### src/atrb_pkg.sv
// Package with constants for the analog trim register bank
// Behaviour
// - The two-bit over-current delay field is read/write and resets to the longest delay.
// - Delay codes 00,01,10,11 give about 950, 536, 234 and 78 us of filter time.
// - The four-bit current reference trim field is write-only and resets to zero.
// - Reference trim codes give 0, +2, +4, +8, +12, -2, -4, -8, -12 percent.
// - The second and third trim registers are write-only, read as zero and reset to zero.
// - With sense select 0, second register bits 7:6 trim bridge 1-2 recopy gain.
// - With sense select 1, second register bits 5:3 trim bridge 3-4 recopy gain.
// - With sense select 1, second register bits 2:0 trim bridge 1-2 recopy gain.
// - Three-bit recopy codes give 0, -5, -10, -15, reserved, +5, +10, +15 percent.
// - With sense select 0, third register bits 7:6 trim bridge 3-4 recopy gain.
// - Third register bits 5:3 trim high-side 2-3 recopy gain.
// - Third register bits 2:0 trim high-side 1 recopy gain.
package atrb_pkg;
	// ==========================================
	// Register offsets
	localparam logic [7:0] TEST_OFS   = 8'h0E;
	localparam logic [7:0] TRIM1_OFS  = 8'h0F;
	localparam logic [7:0] TRIM2_OFS  = 8'h10;
	localparam logic [7:0] TRIM3_OFS  = 8'h11;
	localparam logic [7:0] TRIM_RESET = 8'h00;
	// ==========================================
	// Field positions
	localparam int DLY_LSB  = 6;
	localparam int REF_LSB  = 0;
	localparam int HI2_LSB  = 6;
	localparam int MID3_LSB = 3;
	localparam int LO3_LSB  = 0;
	localparam logic [7:0] TRIM1_RD_MASK = 8'hC0;
	// ==========================================
	// Filter delays in ns and cycles at 25 MHz
	localparam int CLK_NS   = 40;
	localparam int DLY0_NS  = 950000;
	localparam int DLY1_NS  = 536000;
	localparam int DLY2_NS  = 234000;
	localparam int DLY3_NS  = 78000;
	localparam int DLY0_CYC = DLY0_NS / CLK_NS;
	localparam int DLY1_CYC = DLY1_NS / CLK_NS;
	localparam int DLY2_CYC = DLY2_NS / CLK_NS;
	localparam int DLY3_CYC = DLY3_NS / CLK_NS;
endpackage

### src/atrb_top.sv
// Analog trim register bank with decoded trim outputs
`timescale 1ns/1ps
module atrb_top (
	input  wire logic              clk,
	input  wire logic              reset_n,
	input  wire logic              clk_en,
	input  wire logic              reg_wr,
	input  wire logic              reg_rd,
	input  wire logic [7:0]        reg_addr,
	input  wire logic [7:0]        reg_wdata,
	input  wire logic              current_sense_select,
	output logic      [7:0]        reg_rdata,
	output logic      [1:0]        overcurrent_delay_sel,
	output logic      [15:0]       overcurrent_filter_cycles,
	output logic signed [4:0]      ref_adjust_pct,
	output logic signed [4:0]      bridge12_adjust_pct,
	output logic signed [4:0]      bridge34_adjust_pct,
	output logic signed [4:0]      highside23_adjust_pct,
	output logic signed [4:0]      highside1_adjust_pct
);
	// ==========================================
	// Decode functions
	function automatic logic signed [4:0] ref_pct(input logic [3:0] c);
		case (c)
			4'h1: ref_pct = 5'sd2;
			4'h2: ref_pct = 5'sd4;
			4'h3: ref_pct = 5'sd8;
			4'h4: ref_pct = 5'sd12;
			4'h5: ref_pct = -5'sd2;
			4'h6: ref_pct = -5'sd4;
			4'h7: ref_pct = -5'sd8;
			4'h8: ref_pct = -5'sd12;
			default: ref_pct = 5'sd0;
		endcase
	endfunction

	function automatic logic signed [4:0] pct3(input logic [2:0] c);
		case (c)
			3'h1: pct3 = -5'sd5;
			3'h2: pct3 = -5'sd10;
			3'h3: pct3 = -5'sd15;
			3'h5: pct3 = 5'sd5;
			3'h6: pct3 = 5'sd10;
			3'h7: pct3 = 5'sd15;
			// Reserved 100 gives no adjustment, as does 000
			default: pct3 = 5'sd0;
		endcase
	endfunction

	function automatic logic signed [4:0] pct2(input logic [1:0] c);
		case (c)
			2'h1: pct2 = -5'sd10;
			2'h2: pct2 = 5'sd5;
			2'h3: pct2 = 5'sd10;
			default: pct2 = 5'sd0;
		endcase
	endfunction

	function automatic logic [15:0] dly_cyc(input logic [1:0] c);
		case (c)
			2'h1: dly_cyc = 16'(atrb_pkg::DLY1_CYC);
			2'h2: dly_cyc = 16'(atrb_pkg::DLY2_CYC);
			2'h3: dly_cyc = 16'(atrb_pkg::DLY3_CYC);
			default: dly_cyc = 16'(atrb_pkg::DLY0_CYC);
		endcase
	endfunction

	// ==========================================
	// Register state
	logic [7:0] trim1_q, trim1_d;
	logic [7:0] trim2_q, trim2_d;
	logic [7:0] trim3_q, trim3_d;
	logic [7:0] rdata_d;
	logic       sel_s1_q, sel_s2_q;

	always_comb begin
		trim1_d = trim1_q;
		trim2_d = trim2_q;
		trim3_d = trim3_q;
		rdata_d = 8'h00;
		if (reg_wr) begin
			case (reg_addr)
				atrb_pkg::TRIM1_OFS: trim1_d = reg_wdata;
				atrb_pkg::TRIM2_OFS: trim2_d = reg_wdata;
				atrb_pkg::TRIM3_OFS: trim3_d = reg_wdata;
				// Test register writes are dropped to protect the die
				default: trim1_d = trim1_q;
			endcase
		end
		if (reg_rd) begin
			if (reg_addr == atrb_pkg::TRIM1_OFS) begin
				rdata_d = trim1_q & atrb_pkg::TRIM1_RD_MASK;
			end
		end
	end

	// Sense select is a pin from the analog side, so synchronise it
	always_ff @(posedge clk or negedge reset_n) begin
		if (!reset_n) begin
			trim1_q   <= atrb_pkg::TRIM_RESET;
			trim2_q   <= atrb_pkg::TRIM_RESET;
			trim3_q   <= atrb_pkg::TRIM_RESET;
			reg_rdata <= 8'h00;
			sel_s1_q  <= 1'b0;
			sel_s2_q  <= 1'b0;
		end else if (clk_en) begin
			trim1_q   <= trim1_d;
			trim2_q   <= trim2_d;
			trim3_q   <= trim3_d;
			reg_rdata <= rdata_d;
			sel_s1_q  <= current_sense_select;
			sel_s2_q  <= sel_s1_q;
		end
	end

	// ==========================================
	// Trim decode
	logic [1:0]        dsel_d;
	logic [15:0]       fcyc_d;
	logic signed [4:0] ref_d, b12_d, b34_d, h23_d, h1_d;

	always_comb begin
		dsel_d = trim1_q[atrb_pkg::DLY_LSB +: 2];
		fcyc_d = dly_cyc(dsel_d);
		ref_d  = ref_pct(trim1_q[atrb_pkg::REF_LSB +: 4]);
		h1_d   = pct3(trim3_q[atrb_pkg::LO3_LSB +: 3]);
		h23_d  = pct3(trim3_q[atrb_pkg::MID3_LSB +: 3]);
		if (sel_s2_q) begin
			b12_d = pct3(trim2_q[atrb_pkg::LO3_LSB +: 3]);
			b34_d = pct3(trim2_q[atrb_pkg::MID3_LSB +: 3]);
		end else begin
			b12_d = pct2(trim2_q[atrb_pkg::HI2_LSB +: 2]);
			b34_d = pct2(trim3_q[atrb_pkg::HI2_LSB +: 2]);
		end
	end

	always_ff @(posedge clk or negedge reset_n) begin
		if (!reset_n) begin
			overcurrent_delay_sel     <= 2'h0;
			overcurrent_filter_cycles <= 16'(atrb_pkg::DLY0_CYC);
			ref_adjust_pct            <= 5'sd0;
			bridge12_adjust_pct       <= 5'sd0;
			bridge34_adjust_pct       <= 5'sd0;
			highside23_adjust_pct     <= 5'sd0;
			highside1_adjust_pct      <= 5'sd0;
		end else if (clk_en) begin
			overcurrent_delay_sel     <= dsel_d;
			overcurrent_filter_cycles <= fcyc_d;
			ref_adjust_pct            <= ref_d;
			bridge12_adjust_pct       <= b12_d;
			bridge34_adjust_pct       <= b34_d;
			highside23_adjust_pct     <= h23_d;
			highside1_adjust_pct      <= h1_d;
		end
	end
endmodule

### config.mk
export PLATFORM = sky130hd
export DESIGN_NAME = atrb_top
export DESIGN_NICKNAME = d
export VERILOG_FILES = /design/src/atrb_pkg.sv /design/src/atrb_top.sv
export SDC_FILE = /design/constraint.sdc
export NUM_CORES = 1
export LEC_CHECK = 0
export BUFFER_PORTS_ARGS = -buffer_cell sky130_fd_sc_hd__buf_2
export CORE_ASPECT_RATIO = 2
export CORE_UTILIZATION = 50
export CTS_CLUSTER_SIZE = 20
export DETAILED_ROUTE_END_ITERATION = 10
export PLACE_DENSITY_LB_ADDON = 0.1
export REMOVE_ABC_BUFFERS = 1
export SYNTH_ARGS = -nofsm -noshare
export SYNTH_HDL_FRONTEND = slang
export SYNTH_SLANG_ARGS = --single-unit
### constraint.sdc
create_clock -name clk -period 2.15 [get_ports clk]
set_input_delay 0.3225 -clock clk [delete_from_list [all_inputs] [get_ports clk]]
set_output_delay 0.3225 -clock clk [all_outputs]
set_load 0.1 [all_outputs]
==> results of run 1 <==
power by group:
part	total [mW]	internal (mW)	leakage, nW	switching, mW
clock	1.33	0.868	0.143	0.461
sequential	1.24	1.19	0.792	0.0543
combinational	0.650	0.120	0.938	0.530
total	3.22	2.18	1.87	1.04
worst min path at each step:
stage / slack [ns] / endpoint
floorplan: 0.03 / bridge12_adjust_pct[0]$_DFFE_PN0P_
detailed placement: 0.31 / sel_s2_q$_DFFE_PN0P_
CTS: 0.22 / sel_s1_q$_DFFE_PN0P_
finish: 0.23 / sel_s1_q$_DFFE_PN0P_
global route: 0.23 / sel_s1_q$_DFFE_PN0P_
global placement: 0.31 / sel_s1_q$_DFFE_PN0P_
registers in the layout, summed over array words and instances (netlist names):
register / cells
highside23_adjust_pct: 5
bridge34_adjust_pct: 5
trim2_q: 8
sel_s2_q: 1
trim3_q: 8
bridge12_adjust_pct: 5
trim1_q: 6
overcurrent_delay_sel: 2
overcurrent_filter_cycles: 8
ref_adjust_pct: 4
reg_rdata: 2
sel_s1_q: 1
highside1_adjust_pct: 5
what timing repair did:
item	in CTS	in global routing
resized for setup	0	0
hold buffers	1	0
endpoints found under the hold margin	14	0
stage by stage:
| step | instances | worst slack [ns] |
|---|---|---|
| CTS | 393 | 0.535 |
| detailed placement | 376 | 0.494 |
| global route | 393 | 0.526 |
| finish | 393 | 0.548 |
| floorplan | 251 | 0.335 |
| global placement | 376 | 0.509 |
per-layer routing:
layer	part of all wire	track usage	wire (µm)
met4	0.030	0.122	166
met3	0.036	0.0467	198
met2	0.54	0.331	2990
met5	0	0	0
met1	0.39	0.202	2190
cells in the mapped netlist (all sizes together):
cell / instances / share of area
nand2: 9 / 0.012
nand3: 2 / 0.0075
nor2b: 2 / 0.0042
nor4: 1 / 0.0071
dfrtp: 56 / 0.47
o22ai: 6 / 0.013
conb: 2 / 0.0025
a21oi: 23 / 0.039
nand3b: 1 / 0.0067
nand2b: 3 / 0.0063
nor3: 4 / 0.010
mux2: 33 / 0.12
a211oi: 1 / 0.0025
and4b: 1 / 0.0034
buf: 17 / 0.041
ha: 16 / 0.067
clkbuf: 7 / 0.0088
dfstp: 4 / 0.035
nor2: 31 / 0.040
nand4: 1 / 0.0021
nor3b: 3 / 0.0075
o21ai: 7 / 0.012
mux2i: 11 / 0.037
o211a: 2 / 0.0067
xnor2: 4 / 0.012
inv: 19 / 0.024
cell families (layout without fill, tap and decap cells):
group	count (synthesis)	after routing	share of synthesized area
xor+xnor	4	4	0.0117
buf+inv	43	100	0.0733
simple gates	58	58	0.107
other cells	2	11	0.00252
mux	44	44	0.161
flops	60	60	0.505
compound gates	39	39	0.0721
fa+ha+maj	16	16	0.0671
area by class of cell:
| type | count | share of cell area |
|---|---|---|
| multi-input combinational | 172 | 0.361 |
| tap | 61 | 0.0213 |
| timing repair buffer | 65 | 0.0978 |
| clock buffer | 14 | 0.0765 |
| sequential | 60 | 0.421 |
| clock inverter | 2 | 0.00279 |
| inverter | 19 | 0.0199 |
==> metrics.md, run 1 <==
| Metric | Value |
|---|---|
| Result of the run | finished, final reports clean |
| Measured slew at the worst slew-check pin | roughly 0.6 ns |
| Synth warn | 0 |
| Number of buffer and inverter stages on the critical path | 1 |
| Horizontal die dimension | about 57 µm |
| Power Total | around 3.2 mW |
| Worst Clk Skew | 0.00458 ns |
| Utilization of the core after routing | 0.627 |
| Register area share after synthesis | 0.505 |
| Layout net count | roughly 370 |
| Number of synthesized register bits | 60 |
| Number of cell instances on the worst register-to-register path | 6 |
| Share of layout cells above drive strength 1 | 0.358 |
| Post-place instance area | around 0.0033 mm² |
| Max_cap viols | 0 |
| Count of clock tree sinks | 60 |
| Final hold slack | around 0.23 ns |
| Number of cells on the worst hold path | 2 |
| Area of the multi-input gates | roughly 0.0013 mm² |
| Hold Crit Class | input pin to flip-flop |
| Routed via count | between 2000 and 2500 |
| Power per cell area | ~900 mW/mm² |
| Final design area excluding fillers | about 0.0036 mm² |
| Boundary pin count | 73 |
| Antenna violations before repair | 0 |
| H-tree depth reported by CTS | 3 |
| Critical Path Stages | 1 |
| Maximum count of clock buffers along a single path | 2 |
| Remaining DRCs | 0 |
| Half-perimeter wire length after detailed placement | about 3.9 mm |
| Floorplan Core Area | ~0.0057 mm² |
| Area growth from synthesis to final layout | 20.0% |
| Residual antenna-violating net count after detailed routing | 0 |
| RePlAce Congestion | 0.748 |
| CP startpoint | overcurrent_filter_cycles[2]$_DFFE_PN1P_ |
| Routed wire length | between 5 and 6 mm |
| Signal arrival time at the worst endpoint | 1.28 ns |
| Kind of start point of the critical path | flip-flop |
| Crit path capture | overcurrent_filter_cycles[2] |
| R2R Path End | bridge34_adjust_pct[1]$_DFFE_PN0P_ |
| Fill cell total of the finished layout | slightly above 500 |
| Hold Vio Cnt, Final | 0 |
| Post-CTS setup buffer count | 0 |
| Minimum clock period | roughly 1.6 ns |
| Clock latency of the later-clocked register in the worst-skew pair | around 0.32 ns |
| Critical-path cell with the highest stage delay | sky130_fd_sc_hd__dfstp_2 |
| Cell count after synthesis | roughly 270 |
| Biggest fanout along the worst timing path | 2 |
| Antenna diodes | 0 |
| Iteration count of the initial detailed-routing pass | 4 |
| Maximum number of pins on one net before global-route repair | 59 |
| Worst max-slew margin expressed relative to the limit | 0.598 |
| Portion of the clock cycle consumed by the worst path in the final layout | 0.745 |
| Initial Util | 0.523 |
| Static leakage power | around 1.9 nW |
| Unrepaired setup endpoints after global routing | false |
| Most frequent cells in the layout | 61 x sky130_fd_sc_hd__buf_2, 56 x sky130_fd_sc_hd__dfrtp_1, 31 x sky130_fd_sc_hd__mux2_2, 30 x sky130_fd_sc_hd__nor2_1, 23 x sky130_fd_sc_hd__a21oi_1 |
| Highest cell delay on the worst timing path | between 0.5 and 0.6 ns |
| Max Transition Viols Final | 0 |
| Endpoints failing setup | 0 |
| TritonCTS clock tree | yes |
| Wire length per cell after detailed routing | between 10 and 15 µm |
| Number of distinct library cells after synthesis | 33 |
| Final global-route overflow total | 0 |
| Maximum resistive drop on vdd | about 740 µV |
| Number of rows created at floorplan | 39 |
| Worst Setup End Kind | output pin |
| Total Neg Setup Slack | 0 ns |
| Commonest non-fill, non-tap cell in the layout | sky130_fd_sc_hd__buf_2 |
| Post-Synthesis Mean Instance Area | about 11 µm² |
| Crit path kind | flip-flop to output pin |
| Combined global-route utilization of all metal layers | 0.192 |
| Setup slack on the worst flop-to-flop path | approximately 0.88 ns |
| Via count of the first global-routing pass | approximately 1900 |
| Kind of cell with the highest combined delay on the critical path | flip-flops |
| Number of vias per cell | a little over 5 |
| Post-synth design cell area | roughly 0.0030 mm² |
| Root buffer cell | sky130_fd_sc_hd__clkbuf_16 |
| First-pass GRT wire length | 8.98 mm |
| Required time at the endpoint of the critical path | around 1.8 ns |
| Reg clk slew, reported paths | 0.05 ns |
| Cts bufs inserted | 9 |
| Total of buffers placed on input and output ports | 61 |
| FF+latch area | roughly 0.0015 mm² |
| DIE AREA | approximately 0.0063 mm² |
| Cell-by-cell trace of the critical path | buf_2 |
| RR Startpoint | trim3_q[7]$_DFFE_PN0P_ |
| Highest clock rate | between 600 and 700 MHz |
| Start point of the worst min-delay path | current_sense_select |
| Die height | 111 µm |
| Iteration-0 DRC Markers | 45 |
(Power assumes the default switching activity.)
==> run 2, diff against run 1 <==
--- a/config.mk
+++ b/config.mk
@@ -5,6 +5,7 @@
 export SDC_FILE = /design/constraint.sdc
 export NUM_CORES = 1
 export LEC_CHECK = 0
+export ABC_AREA = 1
 export BUFFER_PORTS_ARGS = -buffer_cell sky130_fd_sc_hd__buf_2
 export CORE_ASPECT_RATIO = 2
 export CORE_UTILIZATION = 50
==> constraint.sdc (replaced) <==
create_clock -name clk -period 1.5 [get_ports clk]
set_input_delay 0.225 -clock clk [delete_from_list [all_inputs] [get_ports clk]]
set_output_delay 0.225 -clock clk [all_outputs]
set_load 0.1 [all_outputs]
==> run 2 against run 1 <==
Clock skew about the same. Sequential power increased by 43%. Global-route usage increased by 2.5 points. Routed wire length increased by 20%. Sequential share of layout area decreased by 2.3 points. Area after synthesis increased by 5.2%. Critical endpoint is now overcurrent_filter_cycles[12]. Synthesized cell count increased by 41%. The flow now finishes with violations (DRC). Flip-flop and latch count unchanged. Die area increased by 5.1%. Non-clock buffer count increased by 4. Critical path depth unchanged. Clock-buffer cell count unchanged.
==> metrics.md, run 2 <==
| Metric | Value |
|---|---|
| Root buffer cell | sky130_fd_sc_hd__clkbuf_16 |
| Share of layout cells above drive strength 1 | 0.235 (-0.123) |
| Highest cell delay on the worst timing path | 0.54 ns (about the same) |
| H-tree depth reported by CTS | 3 (unchanged) |
| Half-perimeter wire length after detailed placement | 4.91 mm (+27%) |
| Iteration count of the initial detailed-routing pass | 7 (+3) |
| Required time at the endpoint of the critical path | 1.27 ns (-0.56 ns) |
| Worst Setup End Kind | output pin |
| Result of the run | finished with violations |
| Fill cell total of the finished layout | 551 (+8.5%) |
| Register area share after synthesis | 0.480 (-0.0249) |
| Maximum resistive drop on vdd | 721 µV (-2.7%) |
| Area of the multi-input gates | 0.00135 mm² (+4.5%) |
| Post-Synthesis Mean Instance Area | 8.40 µm² (-25%) |
| Commonest non-fill, non-tap cell in the layout | sky130_fd_sc_hd__nand2_1 |
| Post-synth design cell area | 0.00314 mm² (+5.2%) |
| Number of buffer and inverter stages on the critical path | 1 (unchanged) |
| Hold Crit Class | input pin to flip-flop |
| Maximum count of clock buffers along a single path | 2 (unchanged) |
| Maximum number of pins on one net before global-route repair | 26 (-56%) |
| Cell-by-cell trace of the critical path | clkbuf_4 |
| Final hold slack | 0.115 ns (-0.116 ns) |
| Routed wire length | 6.64 mm (+20%) |
| Hold Vio Cnt, Final | 0 (unchanged) |
| Critical-path cell with the highest stage delay | sky130_fd_sc_hd__dfstp_2 |
| Most numerous cell in the Yosys netlist | sky130_fd_sc_hd__nand2_1 |
| Share of the synthesized area in the top cell type | 0.446 (-0.0232) |
| Finished Layout Cells | 526 (+34%) |
| Boundary pin count | 73 (unchanged) |
| Crit path kind | flip-flop to output pin |
| Unrepaired setup endpoints after global routing | false |
| Number of distinct library cells after synthesis | 29 (-12%) |
| Post-CTS setup buffer count | 0 (unchanged) |
| Portion of the clock cycle consumed by the worst path in the final layout | 0.938 |
| Minimum clock period | between 1 and 1.5 ns |
| Antenna violations before repair | 0 (unchanged) |
| Clock latency of the later-clocked register in the worst-skew pair | 0.32 ns (about the same) |
| Kind of cell with the highest combined delay on the critical path | flip-flops |
| Floorplan Core Area | 0.00606 mm² (+6.1%) |
| Violations in the final reports | DRC |
| Area growth from synthesis to final layout | 20.8% |
| Number of rows created at floorplan | 40 (+2.6%) |
| Iteration-0 DRC Markers | 93 (+110%) |
| DIE AREA | 0.00662 mm² (+5.1%) |
| Highest clock rate | a little over 700 MHz |
| Count of clock tree sinks | 60 (unchanged) |
| Biggest fanout along the worst timing path | 3 (+1) |
| Top cells by instance count after synthesis | 122 x sky130_fd_sc_hd__nand2_1, 56 x sky130_fd_sc_hd__dfrtp_1, 27 x sky130_fd_sc_hd__inv_1 |
| Total of buffers placed on input and output ports | 61 (unchanged) |
| Initial Util | 0.519 (-0.00431) |
| Signal arrival time at the worst endpoint | 1.18 ns (-0.10 ns) |
| Number of vias per cell | 4.94 (-4.2%) |
| First-pass GRT wire length | 10.9 mm (+21%) |
| Worst max-slew margin expressed relative to the limit | 0.623 (+0.0246) |
| Post-synth top flop | sky130_fd_sc_hd__dfrtp_1 |
| Kind of start point of the critical path | flip-flop |
| Number of synthesized register bits | 60 (unchanged) |
| Layout net count | 476 (+30%) |
| Cell total after placement | 510 (+36%) |
| Static leakage power | 2.07 nW (+10%) |
| Antenna diodes | 0 (unchanged) |
| Number of synthesized flops with an enable pin | 0 (unchanged) |
| Horizontal die dimension | 58.0 µm (+2.5%) |
| FF+latch area | 0.00151 mm² (unchanged) |
| Max_cap viols | 0 (unchanged) |
| Via count of the first global-routing pass | 2418 (+25%) |
| TritonCTS clock tree | yes |
| Endpoints failing setup | 0 (unchanged) |
| Most frequent cells in the layout | 122 x sky130_fd_sc_hd__nand2_1, 56 x sky130_fd_sc_hd__dfrtp_1, 54 x sky130_fd_sc_hd__buf_2, 27 x sky130_fd_sc_hd__inv_1, 24 x sky130_fd_sc_hd__o21ai_0 |
| Remaining DRCs | 5 (+5) |
| Die height | 114 µm (+2.5%) |
| Wire length per cell after detailed routing | 12.6 µm (-11%) |
| Synth top area cells | sky130_fd_sc_hd__dfrtp_1 45%, sky130_fd_sc_hd__nand2_1 15%, sky130_fd_sc_hd__ha_1 6.4%, sky130_fd_sc_hd__buf_4 4.1%, sky130_fd_sc_hd__o21ai_0 3.8% |
| Residual antenna-violating net count after detailed routing | 0 (unchanged) |
| Biggest registers after layout | overcurrent_filter_cycles x8, trim2_q x8, trim3_q x8 |
| Synth async-reset ratio | 1.00 (unchanged) |
| Cell accounting for the most synthesized area | sky130_fd_sc_hd__dfrtp_1 |
| Measured slew at the worst slew-check pin | 0.566 ns (-0.0369 ns) |
| Final global-route overflow total | 0 (unchanged) |
| Synth warn | 0 (unchanged) |
| Worst Clk Skew | 0.00452 ns (-0.0000559 ns) |
| Combined global-route utilization of all metal layers | 0.218 (+0.0252) |
| Reg clk slew, reported paths | 0.05 ns (about the same) |
| Cts bufs inserted | 9 (unchanged) |
| RePlAce Congestion | 0.811 (+8.4%) |
| Power per cell area | 1240 mW/mm² (+38%) |
| Max Transition Viols Final | 0 (unchanged) |
| Routed via count | 2598 (+28%) |
| Cell count after synthesis | 374 (+41%) |
## run 2: cell type report
class	count	area share
Inverter	34	0.0343
Clock buffer	14	0.0749
Tap cell	84	0.0277
Timing Repair Buffer	69	0.108
Sequential cell	60	0.397
Multi-Input combinational cell	264	0.357
Clock inverter	1	0.00132
## run 2: stage by stage
step	worst slack (ns)	util	area [µm²]	power, mW	setup TNS [ns]
global placement	0.318	0.574	3480	2.78	0
detailed placement	0.321	0.574	3480	2.80	0
finish	0.0933	0.626	3790	4.71	0
CTS	-0.0159	0.625	3790	4.77	-0.0295
floorplan	-0.278	-	2990	2.57	-0.714
global route	0.0608	0.626	3790	4.89	0
## run 2: report_power, final
part	switching, mW	internal, mW	leakage, nW
Clock	0.655	1.28	0.145
Combinational	0.844	0.164	1.12
Sequential	0.0598	1.71	0.802
## run 2: repair_timing
action / CTS / global route
hold endpoints to repair: 17 / 0
setup endpoints to repair: 6 / 3
resized for setup: 4 / 3
hold buffers: 1 / 0
## run 2: final timing paths
check / start / to / slack (ns) / cells past startpoint
min in group asynchronous: reset_n / bridge34_adjust_pct[4]$_DFFE_PN0P_ / 0.43 / 2
setup / recovery: overcurrent_filter_cycles[12]$_DFFE_PN1P_ / overcurrent_filter_cycles[12] / 0.09 / 1
hold / removal: current_sense_select / sel_s1_q$_DFFE_PN0P_ / 0.12 / 3
hold reg to reg: overcurrent_filter_cycles[8]$_DFFE_PN0P_ / overcurrent_filter_cycles[8]$_DFFE_PN0P_ / 0.46 / 2
max in group asynchronous: reset_n / bridge12_adjust_pct[2]$_DFFE_PN0P_ / 0.52 / 3
setup reg to reg: trim1_q[6]$_DFFE_PN0P_ / overcurrent_filter_cycles[9]$_DFFE_PN0P_ / 0.32 / 4
## run 2: metal layers
metal  routed length (µm)  global-route usage
met2                 3490               0.369
met3                  262              0.0441
met1                 2730               0.256
met4                  153               0.106
met5                    0                   0
## run 2: cells by family (layout without fill, tap and decap cells)
group / Yosys count / in the layout / share of synthesized area
other: 2 / 11 / 0.00239
adders and majority gates: 16 / 16 / 0.0637
AOI/OAI and AO/OA: 43 / 43 / 0.0705
and+or+nand+nor: 194 / 194 / 0.283
DFF: 60 / 60 / 0.480
buffers and inverters: 59 / 118 / 0.100
